--- config.mk ---
export PLATFORM = sky130hd
export DESIGN_NAME = ssrc_ctrl
export DESIGN_NICKNAME = d
export VERILOG_FILES = /design/src/design/ssrc_pkg.sv /design/src/design/ssrc_ctrl.sv /design/src/design/ssrc_count_mem.sv
export VERILOG_INCLUDE_DIRS = /design/src /design/src/design
export SDC_FILE = /design/constraint.sdc
export NUM_CORES = 1
export LEC_CHECK = 0
export ABC_CLOCK_PERIOD_IN_PS = 3900
export BUFFER_PORTS_ARGS = -buffer_cell sky130_fd_sc_hd__buf_2
export CAP_MARGIN = 15
export CORE_UTILIZATION = 55
export CTS_CLUSTER_SIZE = 8
export DETAILED_ROUTE_END_ITERATION = 12
export PLACE_DENSITY = 0.75
export SYNTH_ARGS = -nofsm -noshare
export SYNTH_HDL_FRONTEND = slang
export SYNTH_SLANG_ARGS = --single-unit
--- constraint.sdc ---
create_clock -name ref_clk -period 3.9 [get_ports ref_clk]
set_input_delay 0.195 -clock ref_clk [delete_from_list [all_inputs] [get_ports ref_clk]]
set_output_delay 0.195 -clock ref_clk [all_outputs]
set_load 0.005 [all_outputs]
--- src/design/ssrc_params.svh ---
// timing and scale constants for the ramp converter controller
`ifndef SSRC_PARAMS_SVH
`define SSRC_PARAMS_SVH
`define SSRC_CLK_HZ        10000000
`define SSRC_ACQ_TIME_US   350
`define SSRC_ACQ_CYCLES    ((`SSRC_ACQ_TIME_US * `SSRC_CLK_HZ + 999999) / 1000000)
`define SSRC_TIMEOUT_US    2000
`define SSRC_TIMEOUT_CYC   ((`SSRC_TIMEOUT_US * `SSRC_CLK_HZ) / 1000000)
`define SSRC_CNT_W         16
`define SSRC_CH_ZERO       3'h0
`define SSRC_CH_FULL       3'h7
`define SSRC_SCALE_SHIFT   8
`define SSRC_RES_W         8
`define SSRC_NUM_SLOTS     3
`endif

--- src/design/ssrc_pkg.sv ---
// types for the ramp converter controller
package ssrc_pkg;
  typedef enum logic [2:0] {
    SSRC_IDLE  = 3'b000,
    SSRC_ACQ   = 3'b001,
    SSRC_RAMP  = 3'b010,
    SSRC_NEXT  = 3'b011,
    SSRC_DIV   = 3'b100,
    SSRC_DONE  = 3'b101
  } ssrc_state_type;
endpackage

--- src/design/ssrc_ctrl.sv ---
// host controller sequencing zero, full-scale and input ramp measurements
//
// Overview of operation
// - drive three-bit channel select code to pick the converted input
// - keep ramp start low at least the acquisition time before raising
// - time from ramp start rise to ramp stop fall is the result
// - ideal count is input over reference times 256
// - correct by subtracting zero count, scaling 256, dividing by span
// - multiply by 256 done as left shift by eight bits
// - counter increments until ramp stop falls, stops on that falling edge
// - binary timer started at ramp start, ended by ramp stop fall
// - only five lines: three selects, ramp start out, ramp stop in
`timescale 1ns/10ps
`include "ssrc_params.svh"
module ssrc_ctrl #(
  parameter int ACQ_CYCLES     = `SSRC_ACQ_CYCLES,
  parameter int TIMEOUT_CYCLES = `SSRC_TIMEOUT_CYC
) (
  input  wire logic                    ref_clk,
  input  wire logic                    rst_n,
  input  wire logic                    start,
  input  wire logic [2:0]              channel_in,
  input  wire logic                    ramp_stop,
  output logic [2:0]                   channel_select_code,
  output logic                         ramp_start,
  output logic                         busy,
  output logic                         done,
  output logic                         timeout_err,
  output logic [`SSRC_CNT_W-1:0]       raw_count,
  output logic [`SSRC_RES_W-1:0]       result
);
  localparam int DIV_W = `SSRC_CNT_W + `SSRC_SCALE_SHIFT;

  ssrc_pkg::ssrc_state_type state_r, state_nxt;
  logic [1:0]             phase_r, phase_nxt;
  logic [2:0]             user_ch_r, user_ch_nxt;
  logic [2:0]             sel_r, sel_nxt;
  logic                   rs_r, rs_nxt;
  logic                   stop_d_r;
  logic [`SSRC_CNT_W-1:0] tmr_r, tmr_nxt;
  logic                   busy_r, busy_nxt;
  logic                   done_r, done_nxt;
  logic                   err_r, err_nxt;
  logic [`SSRC_CNT_W-1:0] raw_r, raw_nxt;
  logic [`SSRC_RES_W-1:0] res_r, res_nxt;
  logic [DIV_W-1:0]       num_r, num_nxt;
  logic [DIV_W-1:0]       quo_r, quo_nxt;
  logic [DIV_W-1:0]       den_r, den_nxt;
  logic                   wr_en;
  logic [`SSRC_CNT_W-1:0] zero_q, full_q, raw_q;

  // channel for each measurement phase: ground, reference, then user input
  function automatic logic [2:0] phase_channel(input logic [1:0] ph, input logic [2:0] uc);
    case (ph)
      2'h0:    phase_channel = `SSRC_CH_ZERO;
      2'h1:    phase_channel = `SSRC_CH_FULL;
      default: phase_channel = uc;
    endcase
  endfunction

  // falling edge of ramp stop, seen on registered sample
  wire stop_fall = stop_d_r && !ramp_stop;

  ssrc_count_mem u_mem (
    .ref_clk (ref_clk),
    .rst_n   (rst_n),
    .wr_en   (wr_en),
    .wr_addr (phase_r),
    .wr_data (tmr_r),
    .zero_q  (zero_q),
    .full_q  (full_q),
    .raw_q   (raw_q)
  );

  always_comb begin
    state_nxt   = state_r;
    phase_nxt   = phase_r;
    user_ch_nxt = user_ch_r;
    sel_nxt     = sel_r;
    rs_nxt      = rs_r;
    tmr_nxt     = tmr_r;
    busy_nxt    = busy_r;
    done_nxt    = 1'b0;
    err_nxt     = err_r;
    raw_nxt     = raw_r;
    res_nxt     = res_r;
    num_nxt     = num_r;
    quo_nxt     = quo_r;
    den_nxt     = den_r;
    wr_en       = 1'b0;
    case (state_r)
      ssrc_pkg::SSRC_IDLE: begin
        if (start) begin
          user_ch_nxt = channel_in;
          phase_nxt   = 2'h0;
          sel_nxt     = phase_channel(2'h0, channel_in);
          rs_nxt      = 1'b0;
          tmr_nxt     = '0;
          busy_nxt    = 1'b1;
          err_nxt     = 1'b0;
          state_nxt   = ssrc_pkg::SSRC_ACQ;
        end
      end
      ssrc_pkg::SSRC_ACQ: begin
        // hold ramp start low for the full acquisition window
        if (tmr_r >= `SSRC_CNT_W'(ACQ_CYCLES - 1)) begin
          rs_nxt    = 1'b1;
          tmr_nxt   = '0;
          state_nxt = ssrc_pkg::SSRC_RAMP;
        end else begin
          tmr_nxt = tmr_r + `SSRC_CNT_W'(1);
        end
      end
      ssrc_pkg::SSRC_RAMP: begin
        // count while ramp stop high, end at its fall
        if (stop_fall && rs_r && tmr_r != '0) begin
          wr_en     = 1'b1;
          rs_nxt    = 1'b0;
          state_nxt = ssrc_pkg::SSRC_NEXT;
        end else if (tmr_r >= `SSRC_CNT_W'(TIMEOUT_CYCLES - 1)) begin
          err_nxt   = 1'b1;
          rs_nxt    = 1'b0;
          busy_nxt  = 1'b0;
          done_nxt  = 1'b1;
          state_nxt = ssrc_pkg::SSRC_IDLE;
        end else begin
          tmr_nxt = tmr_r + `SSRC_CNT_W'(1);
        end
      end
      ssrc_pkg::SSRC_NEXT: begin
        tmr_nxt = '0;
        if (phase_r == 2'h2) begin
          state_nxt = ssrc_pkg::SSRC_DIV;
          phase_nxt = 2'h3;
        end else begin
          phase_nxt = phase_r + 2'h1;
          sel_nxt   = phase_channel(phase_r + 2'h1, user_ch_r);
          state_nxt = ssrc_pkg::SSRC_ACQ;
        end
      end
      ssrc_pkg::SSRC_DIV: begin
        // one cycle to let memory outputs settle, then load divider
        if (phase_r == 2'h3) begin
          phase_nxt = 2'h2;
        end else if (tmr_r == '0) begin
          raw_nxt = raw_q;
          // shift by eight is the scale by 256, half divisor rounds
          // no rounding term when the span falls back to a divisor of one
          num_nxt = (DIV_W'(raw_q > zero_q ? raw_q - zero_q : '0)
                     << `SSRC_SCALE_SHIFT)
                    + ((full_q > zero_q) ? (DIV_W'(full_q - zero_q) >> 1) : DIV_W'(0));
          den_nxt = DIV_W'(full_q > zero_q ? full_q - zero_q : `SSRC_CNT_W'(1));
          quo_nxt = '0;
          tmr_nxt = `SSRC_CNT_W'(1);
        end else if (num_r >= den_r && quo_r <= DIV_W'(8'hFF)) begin
          // repeated subtraction keeps the divider small at the cost of time;
          // stopping past full scale bounds the time for a tiny span
          num_nxt = num_r - den_r;
          quo_nxt = quo_r + DIV_W'(1);
        end else begin
          res_nxt   = (quo_r > DIV_W'(8'hFF)) ? 8'hFF : quo_r[`SSRC_RES_W-1:0];
          state_nxt = ssrc_pkg::SSRC_DONE;
        end
      end
      ssrc_pkg::SSRC_DONE: begin
        busy_nxt  = 1'b0;
        done_nxt  = 1'b1;
        tmr_nxt   = '0;
        state_nxt = ssrc_pkg::SSRC_IDLE;
      end
      default: state_nxt = ssrc_pkg::SSRC_IDLE;
    endcase
  end

  always_ff @(posedge ref_clk or negedge rst_n) begin
    if (!rst_n) begin
      state_r   <= ssrc_pkg::SSRC_IDLE;
      phase_r   <= 2'h0;
      user_ch_r <= 3'h0;
      sel_r     <= 3'h0;
      rs_r      <= 1'b0;
      stop_d_r  <= 1'b0;
      tmr_r     <= '0;
      busy_r    <= 1'b0;
      done_r    <= 1'b0;
      err_r     <= 1'b0;
      raw_r     <= '0;
      res_r     <= '0;
      num_r     <= '0;
      quo_r     <= '0;
      den_r     <= '0;
    end else begin
      state_r   <= state_nxt;
      phase_r   <= phase_nxt;
      user_ch_r <= user_ch_nxt;
      sel_r     <= sel_nxt;
      rs_r      <= rs_nxt;
      stop_d_r  <= ramp_stop;
      tmr_r     <= tmr_nxt;
      busy_r    <= busy_nxt;
      done_r    <= done_nxt;
      err_r     <= err_nxt;
      raw_r     <= raw_nxt;
      res_r     <= res_nxt;
      num_r     <= num_nxt;
      quo_r     <= quo_nxt;
      den_r     <= den_nxt;
    end
  end

  // five device lines only; no bus to the converter
  assign channel_select_code = sel_r;
  assign ramp_start          = rs_r;
  assign busy                = busy_r;
  assign done                = done_r;
  assign timeout_err         = err_r;
  assign raw_count           = raw_r;
  assign result              = res_r;
endmodule

--- src/design/ssrc_count_mem.sv ---
// small store for the zero, full-scale and raw ramp counts
`timescale 1ns/10ps
`include "ssrc_params.svh"
module ssrc_count_mem (
  input  wire logic                   ref_clk,
  input  wire logic                   rst_n,
  input  wire logic                   wr_en,
  input  wire logic [1:0]             wr_addr,
  input  wire logic [`SSRC_CNT_W-1:0] wr_data,
  output logic [`SSRC_CNT_W-1:0]      zero_q,
  output logic [`SSRC_CNT_W-1:0]      full_q,
  output logic [`SSRC_CNT_W-1:0]      raw_q
);
  logic [`SSRC_CNT_W-1:0] mem_r [`SSRC_NUM_SLOTS];
  logic [`SSRC_CNT_W-1:0] mem_nxt [`SSRC_NUM_SLOTS];

  always_comb begin
    for (int i = 0; i < `SSRC_NUM_SLOTS; i++) begin
      mem_nxt[i] = mem_r[i];
    end
    if (wr_en && (wr_addr < 2'h3)) begin
      mem_nxt[wr_addr] = wr_data;
    end
  end

  always_ff @(posedge ref_clk or negedge rst_n) begin
    if (!rst_n) begin
      for (int i = 0; i < `SSRC_NUM_SLOTS; i++) begin
        mem_r[i] <= '0;
      end
      zero_q <= '0;
      full_q <= '0;
      raw_q  <= '0;
    end else begin
      for (int i = 0; i < `SSRC_NUM_SLOTS; i++) begin
        mem_r[i] <= mem_nxt[i];
      end
      zero_q <= mem_r[0];
      full_q <= mem_r[1];
      raw_q  <= mem_r[2];
    end
  end
endmodule

# Word level (Yosys, flattened, before mapping)
# Index checks and enable logic that the tools add are counted.
dict set report classes {
  bitwise 4
  multipliers 0
  eq_ne 20
  n_reduce_logical 30
  n_mux 51
  n_lt_le_gt_ge 10
  div 0
  add_sub_neg 7
  n_shift 0
}
# cell n
set op_table {}
lappend op_table {{two-way mux 16 bit} 8}
lappend op_table {{two-way mux 24 bit} 5}
lappend op_table {{one-hot mux 16 bit (5 select lines)} 1}
lappend op_table {{bitwise mux 48 bit} 1}
lappend op_table {{demux 16 bit (select 2 bit)} 1}
lappend op_table {{>= comparator 16 bit (second input constant)} 2}
lappend op_table {{> comparator 16 bit} 2}
lappend op_table {{two-way mux 3 bit} 10}
lappend op_table {{adder 24 x 1 -> 24 bit (second input constant)} 1}
lappend op_table {{adder 24 x 23 -> 24 bit} 1}
lappend op_table {{>= comparator 24 bit} 1}
lappend op_table {{> comparator 24 x 8 -> 1 bit (second input constant)} 1}
lappend op_table {{less-or-equal comparator 24 x 8 -> 1 bit (second input constant)} 1}
lappend op_table {{subtractor 24 bit} 1}
lappend op_table {{two-way mux 23 bit} 1}
lappend op_table {{!= test 2 bit (second input constant)} 11}
lappend op_table {{subtractor 16 x 16 -> 17 bit} 1}
lappend op_table {{adder 16 x 1 -> 16 bit (second input constant)} 1}
lappend op_table {{zero test 16 bit} 1}
lappend op_table {{AND reduction 4 bit} 4}
lappend op_table {{nonzero test 16 bit} 1}
lappend op_table {{subtractor 16 bit} 1}
lappend op_table {{one-hot mux 3 bit (5 select lines)} 1}
lappend op_table {{two-way mux 1 bit} 12}
lappend op_table {{29 further kinds} 52}
dict set report totals {
  latchBits 0
  output_inout_bits 31
  mem_bits_rw 0
  wordCells 143
  romBits 0
  memories 0
  regBits 224
  in_bits 7
}

# Longest topological paths before layout
dict set report depth {
  ltp_word 7
  depth_mapped 24
  mapped_depth_nobuf 23
}

# Hierarchy
# A second synthesis with hierarchy kept.
dict set report unflattened {
  cells_unflattened 1279
  hier_area_um2 12216.7
}
# mod n_inst area_each_um2 seq_area_each_um2 cells_per_inst
set modules_own_cells {}
lappend modules_own_cells {ssrc_ctrl 1 9200.1 3027.9 1129}
lappend modules_own_cells {ssrc_count_mem 1 3016.6 2402.3 150}

# Worst setup path after synthesis
# OpenSTA, ideal clock, no wires.
dict set report synth_path {
  path_type {flip-flop to flip-flop}
  startpoint {register u_mem.zero_q[1]}
  endpoint {register num_r[23]}
  period_less_slack_ps 4273
  path_slack_ps -373
  n_path_buf 1
  arrival_ps 4126
  setup_ps 147
  t_required_ps 3753
  stages_incl_launch_ff 22
  cell_sequence {dfrtp_1 > inv_1 > ha_1 > nor2b_1 > o21ai_1 > a21oi_1 > o31ai_1 > a21oi_1 > a221oi_2 > o21ai_1 > clkbuf_1 > and2_1 > ha_1 > o21ai_0 > o21bai_1 > a21boi_1 > o31ai_1 > a211oi_1 > o31a_1 > or3_1 > a21oi_1 > a311oi_1}
}
dict set report synth_via {
  elab_chain_cells 4
  elab_cells_between_ends 8
  cone_classes {3 x add/sub; 2 x order compare; 3 x mux}
}
# element line_no
set synth_rtl {}
lappend synth_rtl {{start: declaration} ssrc_count_mem.sv:10} ;# output logic [`SSRC_CNT_W-1:0] zero_q,
lappend synth_rtl {{start signal: assignment} ssrc_count_mem.sv:38} ;# zero_q <= mem_r[0];
lappend synth_rtl {{subtractor 16 bit, or another cell as far along} ssrc_ctrl.sv:149} ;# num_nxt = (DIV_W'(raw_q > zero_q ? raw_q - zero_q : '0)
lappend synth_rtl {{two-way mux 16 bit or two-way mux 23 bit (tied branches)} {ssrc_ctrl.sv:149, ssrc_ctrl.sv:151}}
lappend synth_rtl {{adder 24 x 23 -> 24 bit *} ssrc_ctrl.sv:149}
lappend synth_rtl {{two-way mux 24 bit *} ssrc_ctrl.sv:145} ;# end else if (tmr_r == '0) begin
lappend synth_rtl {{end signal: assignment} ssrc_ctrl.sv:205} ;# num_r <= num_nxt;
lappend synth_rtl {{end: declaration} ssrc_ctrl.sv:46} ;# logic [DIV_W-1:0] num_r, num_nxt;
# Mark *: on every way between the ends. The rest lies on a longest branch, timed or not.
# A chain may end at the register's enable or synchronous reset.

# Worst setup path in the final report
dict set report layout_path {
  startpoint {register u_mem.zero_q[0]}
  endpoint {register num_r[22]}
}
# Same word-level chain as after synthesis.

==> reports/summary.md <==
* 1685 — final cell count without fillers
* 5.84 — Vias per Instance
* 4.35 ns — required time reported for the critical path endpoint
* 45.4% — share of Yosys cell area claimed by the top area cell type
* 0.05 ns — Clk pin slew, worst setup/hold paths
* flip-flop — startpoint types
* 0 — total grt overflow
* 0.0149 mm^2 — summed area of non-filler cells in the final layout
* 18.1 um — average wire length per cell after detail routing
* 9.69 um^2 — post-synthesis area per instance
* 78 — number of different library cells in the post-synthesis netlist
* 3730 uW — Psw
* 0.0212 mm^2 — core footprint
* 664 mW/mm^2 — PwrDens
* yes — RSZ-0062 raised after global routing
* input pin to asynchronous set/reset pin — hold crit path type
* -0.25 ns — Worst R2R Setup Slack
* 0 — DR DRC count
* num_r[22] — critical register-to-register path endpoint
* 0.56 ns — insertion delay of the later-clocked pin in the worst-skew pair
* 48.2 mm — first-pass GRT wire length
* 19.7 mm — half-perimeter wire length after placement
* 43.3% — worst slew slack as a fraction of its limit
* 7 — Initial DRT Pass Iterations
* 0 — number of antenna violations at the first check in global routing
* 404 uV — Worst VDD drop
* dfrtp_1 (45%), ha_1 (8.5%), mux2_2 (4.4%) — ranking of synthesized cells by area
* flip-flop — kind of capture point of the worst setup path
* 9833 — total number of vias
* 1234 — Syn Inst Count
* 37 — number of buffers inserted by port buffering
* 27.1% — total global-route track usage
* 217 — CTS sink cnt
* 56.5% — initial core utilization
* 1608 — cell total after placement
* 24.2% — Area Overhead vs Synth
* clkbuf_16 — clock root cell
* 23.5% — clock share of power
* 1 — H-tree depth reported by CTS
* 0 — max-cap check violation count
* 217 — count of state elements after synthesis
* 0.00727 uW — cell leakage power
* dfrtp_1 — cell with the most instances after synthesis
* built — clock tree from TritonCTS
* 49.1% — Comb power frac
* dfrtp_1 — Yosys top cell by area
* -0.811 ns — Sum Neg Setup Slack
* 106% — share of the clock period used by the worst path after layout
* -0.252 ns — crit path setup slack, layout
* 0 — pins over their slew limit
* 0.0132 ns — clock skew
* -0.387 ns — worst setup timing slack at the placement stage
* 27.0% — fraction of layout instances using a drive strength above 1
* 0 — total of warnings raised by yosys
* dfrtp_1 — primary flip-flop cell chosen by synthesis mapping
* compound AO/OA/AOI/OAI gates — gate family responsible for the most delay along the worst path
* 4.15 ns — shortest clock period the worst path allows after layout
* 0.0120 mm^2 — post-synth design cell area
* flip-flop to flip-flop — critical path type
* 1326 — Post-Synthesis Net Count
* dfrtp_1 — worst-path cell with the longest stage delay
* 0.848 ns — Worst-Margin Slew
* u_mem.zero_q[0] — worst flop-to-flop path startpoint
* 0.241 GHz — fmax
* 3 — CP Max Fanout
* 2 — count of buffer and inverter cells on the critical path
* 0 — number of antenna repair diodes
* complete, but fails checks — run status
* 0.171 ns — Worst Hold Slack
* 0.41 ns — crit-path max cell delay
* 100% — Post-synth ARST share
* 0 — count of flip-flops with a built-in enable after synthesis
* 3 — maximum count of clock buffers along a single path
* 0 — remaining antenna violation count after routing
* 30.6 mm — Total Routed Length
* 0.0223 mm^2 — total die area
* 27.4% — part of the total power dissipated in sequential elements
* 0.931 — global placer's final weighted congestion
* 9702 — vias in the first global route
* negative setup slack — violations in the final reports
* 0 — Final Hold Violating Endpoints
* 38 — number of placed I/O pins
* 0.0133 mm^2 — instance area after placement
* 605 — iteration-0 DRC count of the detailed router
* 31 — number of buffers added by the clock tree synthesis step
* 103 — maximum number of pins on one net before global-route repair
* 21 — Worst R2R Path Depth
* 45.4% — sequential element share of the synthesized area
* 53 — row count
* 7 — endpoints failing setup
* 149 um — die span in y
* 6130 uW — Internal Dissipation
* 37.8% — sw frac
* 1501 — final net count
* dfrtp_1 (217), nand2_1 (131), nor2_1 (101) — leading cell types by count after synthesis
* ha_4 -> fa_2 -> nor2b_2 -> o21ai_2 -> a21boi_2 -> o211ai_1 -> buf_4 -> nand2_1 -> o21ai_0 -> a21oi_2 -> and2_4 -> ha_4 -> buf_4 -> o21a_1 -> o21ai_2 -> a21oi_2 -> a2111oi_2 -> o21bai_1 -> xnor2_1 -> o32ai_1 -> a21o_1 — worst-path cell chain
* 4.60 ns — Arr. time, crit path
* 149 um — horizontal extent of the die
==> worst max path at each step <==
stage,start,endpoint,slack (ns),cells after the start
after detailed placement,u_mem.zero_q[0],num_r[23],-0.39,19
after CTS,u_mem.zero_q[1],num_r[22],-0.16,22
after floorplan,u_mem.zero_q[1],num_r[23],-0.13,21
after global placement,u_mem.raw_q[0],num_r[23],-0.27,23
final,u_mem.zero_q[0],num_r[22],-0.25,21
after global routing,u_mem.zero_q[0],num_r[22],-0.47,21
==> cells by family (layout without fill, tap and decap cells) <==
kind of cell / Yosys count / count (layout) / synth area share, %
and+or+nand+nor: 403 / 403 / 16.4
AOI/OAI and AO/OA: 304 / 304 / 15.9
DFF: 217 / 217 / 45.4
buffers and inverters: 118 / 294 / 4.23
adders and majority gates: 85 / 85 / 9.14
xor gates and xnor gates: 56 / 56 / 4.10
muxes: 51 / 51 / 4.76
==> registers in the layout, summed over array words and instances, names as in the netlist <==
register,count
busy,1
channel_select_code,3
den_r,17
done,1
num_r,24
phase_r,2
quo_r,24
ramp_start,1
raw_count,16
result,8
state_r,3
stop_d_r,1
timeout_err,1
tmr_r,16
u_mem.full_q,16
u_mem.mem_r,48
u_mem.raw_q,16
u_mem.zero_q,16
user_ch_r,3
==> cells in the final DEF, fill, tap and decap left out, types with 19 or more instances in the layout <==
cell       instances
nand2_1          128
o21ai_1           19
buf_4            145
ha_1              62
ha_4              19
inv_1             60
a21oi_1           78
a21o_1            26
o21ai_0           61
mux2_2            47
nand3_1           32
nor2_1            98
xnor2_1           28
nor3_1            20
dfrtp_1          217
clkbuf_16         31
buf_2             36
and3_1            22
xor2_1            23
==> power groups by stage <==
stage | Sequential [uW] | Combinational [uW] | Clock (uW)
after floorplan | 2630 | 2960 | 0
after global placement | 2710 | 3950 | 0
after detailed placement | 2720 | 4020 | 0
after CTS | 2690 | 4450 | 2350
after global routing | 2730 | 5300 | 2450
final | 2700 | 4840 | 2320
==> metal layers <==
| layer | vias to the layer above | wire (um) | GRT usage, % |
|---|---|---|---|
| met5 | - | 0 | 0 |
| met4 | 0 | 1130 | 9.64 |
| met3 | 88 | 1510 | 4.33 |
| met2 | 281 | 14900 | 45.5 |
| met1 | 4793 | 13000 | 35.4 |
| li1 | 4671 | - | - |
==> timing repair <==
action,CTS,global route
setup buffers,33,10
pin swaps,40,46
resized for setup,28,60
hold buffers,6,0
cloned,0,0
endpoints found under the hold margin,68,0
endpoints found under the setup margin,9,13
==> cell type report <==
| class | count | area, um^2 |
|---|---|---|
| clock buffers | 32 | 779 |
| clock inverters | 2 | 28.8 |
| well taps | 275 | 344 |
| multi-input cells | 899 | 6630 |
| inverters | 69 | 259 |
| flip-flops and latches | 217 | 5430 |
| repair buffers | 191 | 1390 |
| fillers | 1479 | 6300 |
==> metrics by stage <==
step	power, uW	util (%)
after CTS	9490	68.6
after global routing	10500	70.2
after floorplan	5590	-
after global placement	6660	62.7
after detailed placement	6740	62.7
final	9860	70.2
(Power assumes the default switching activity.)
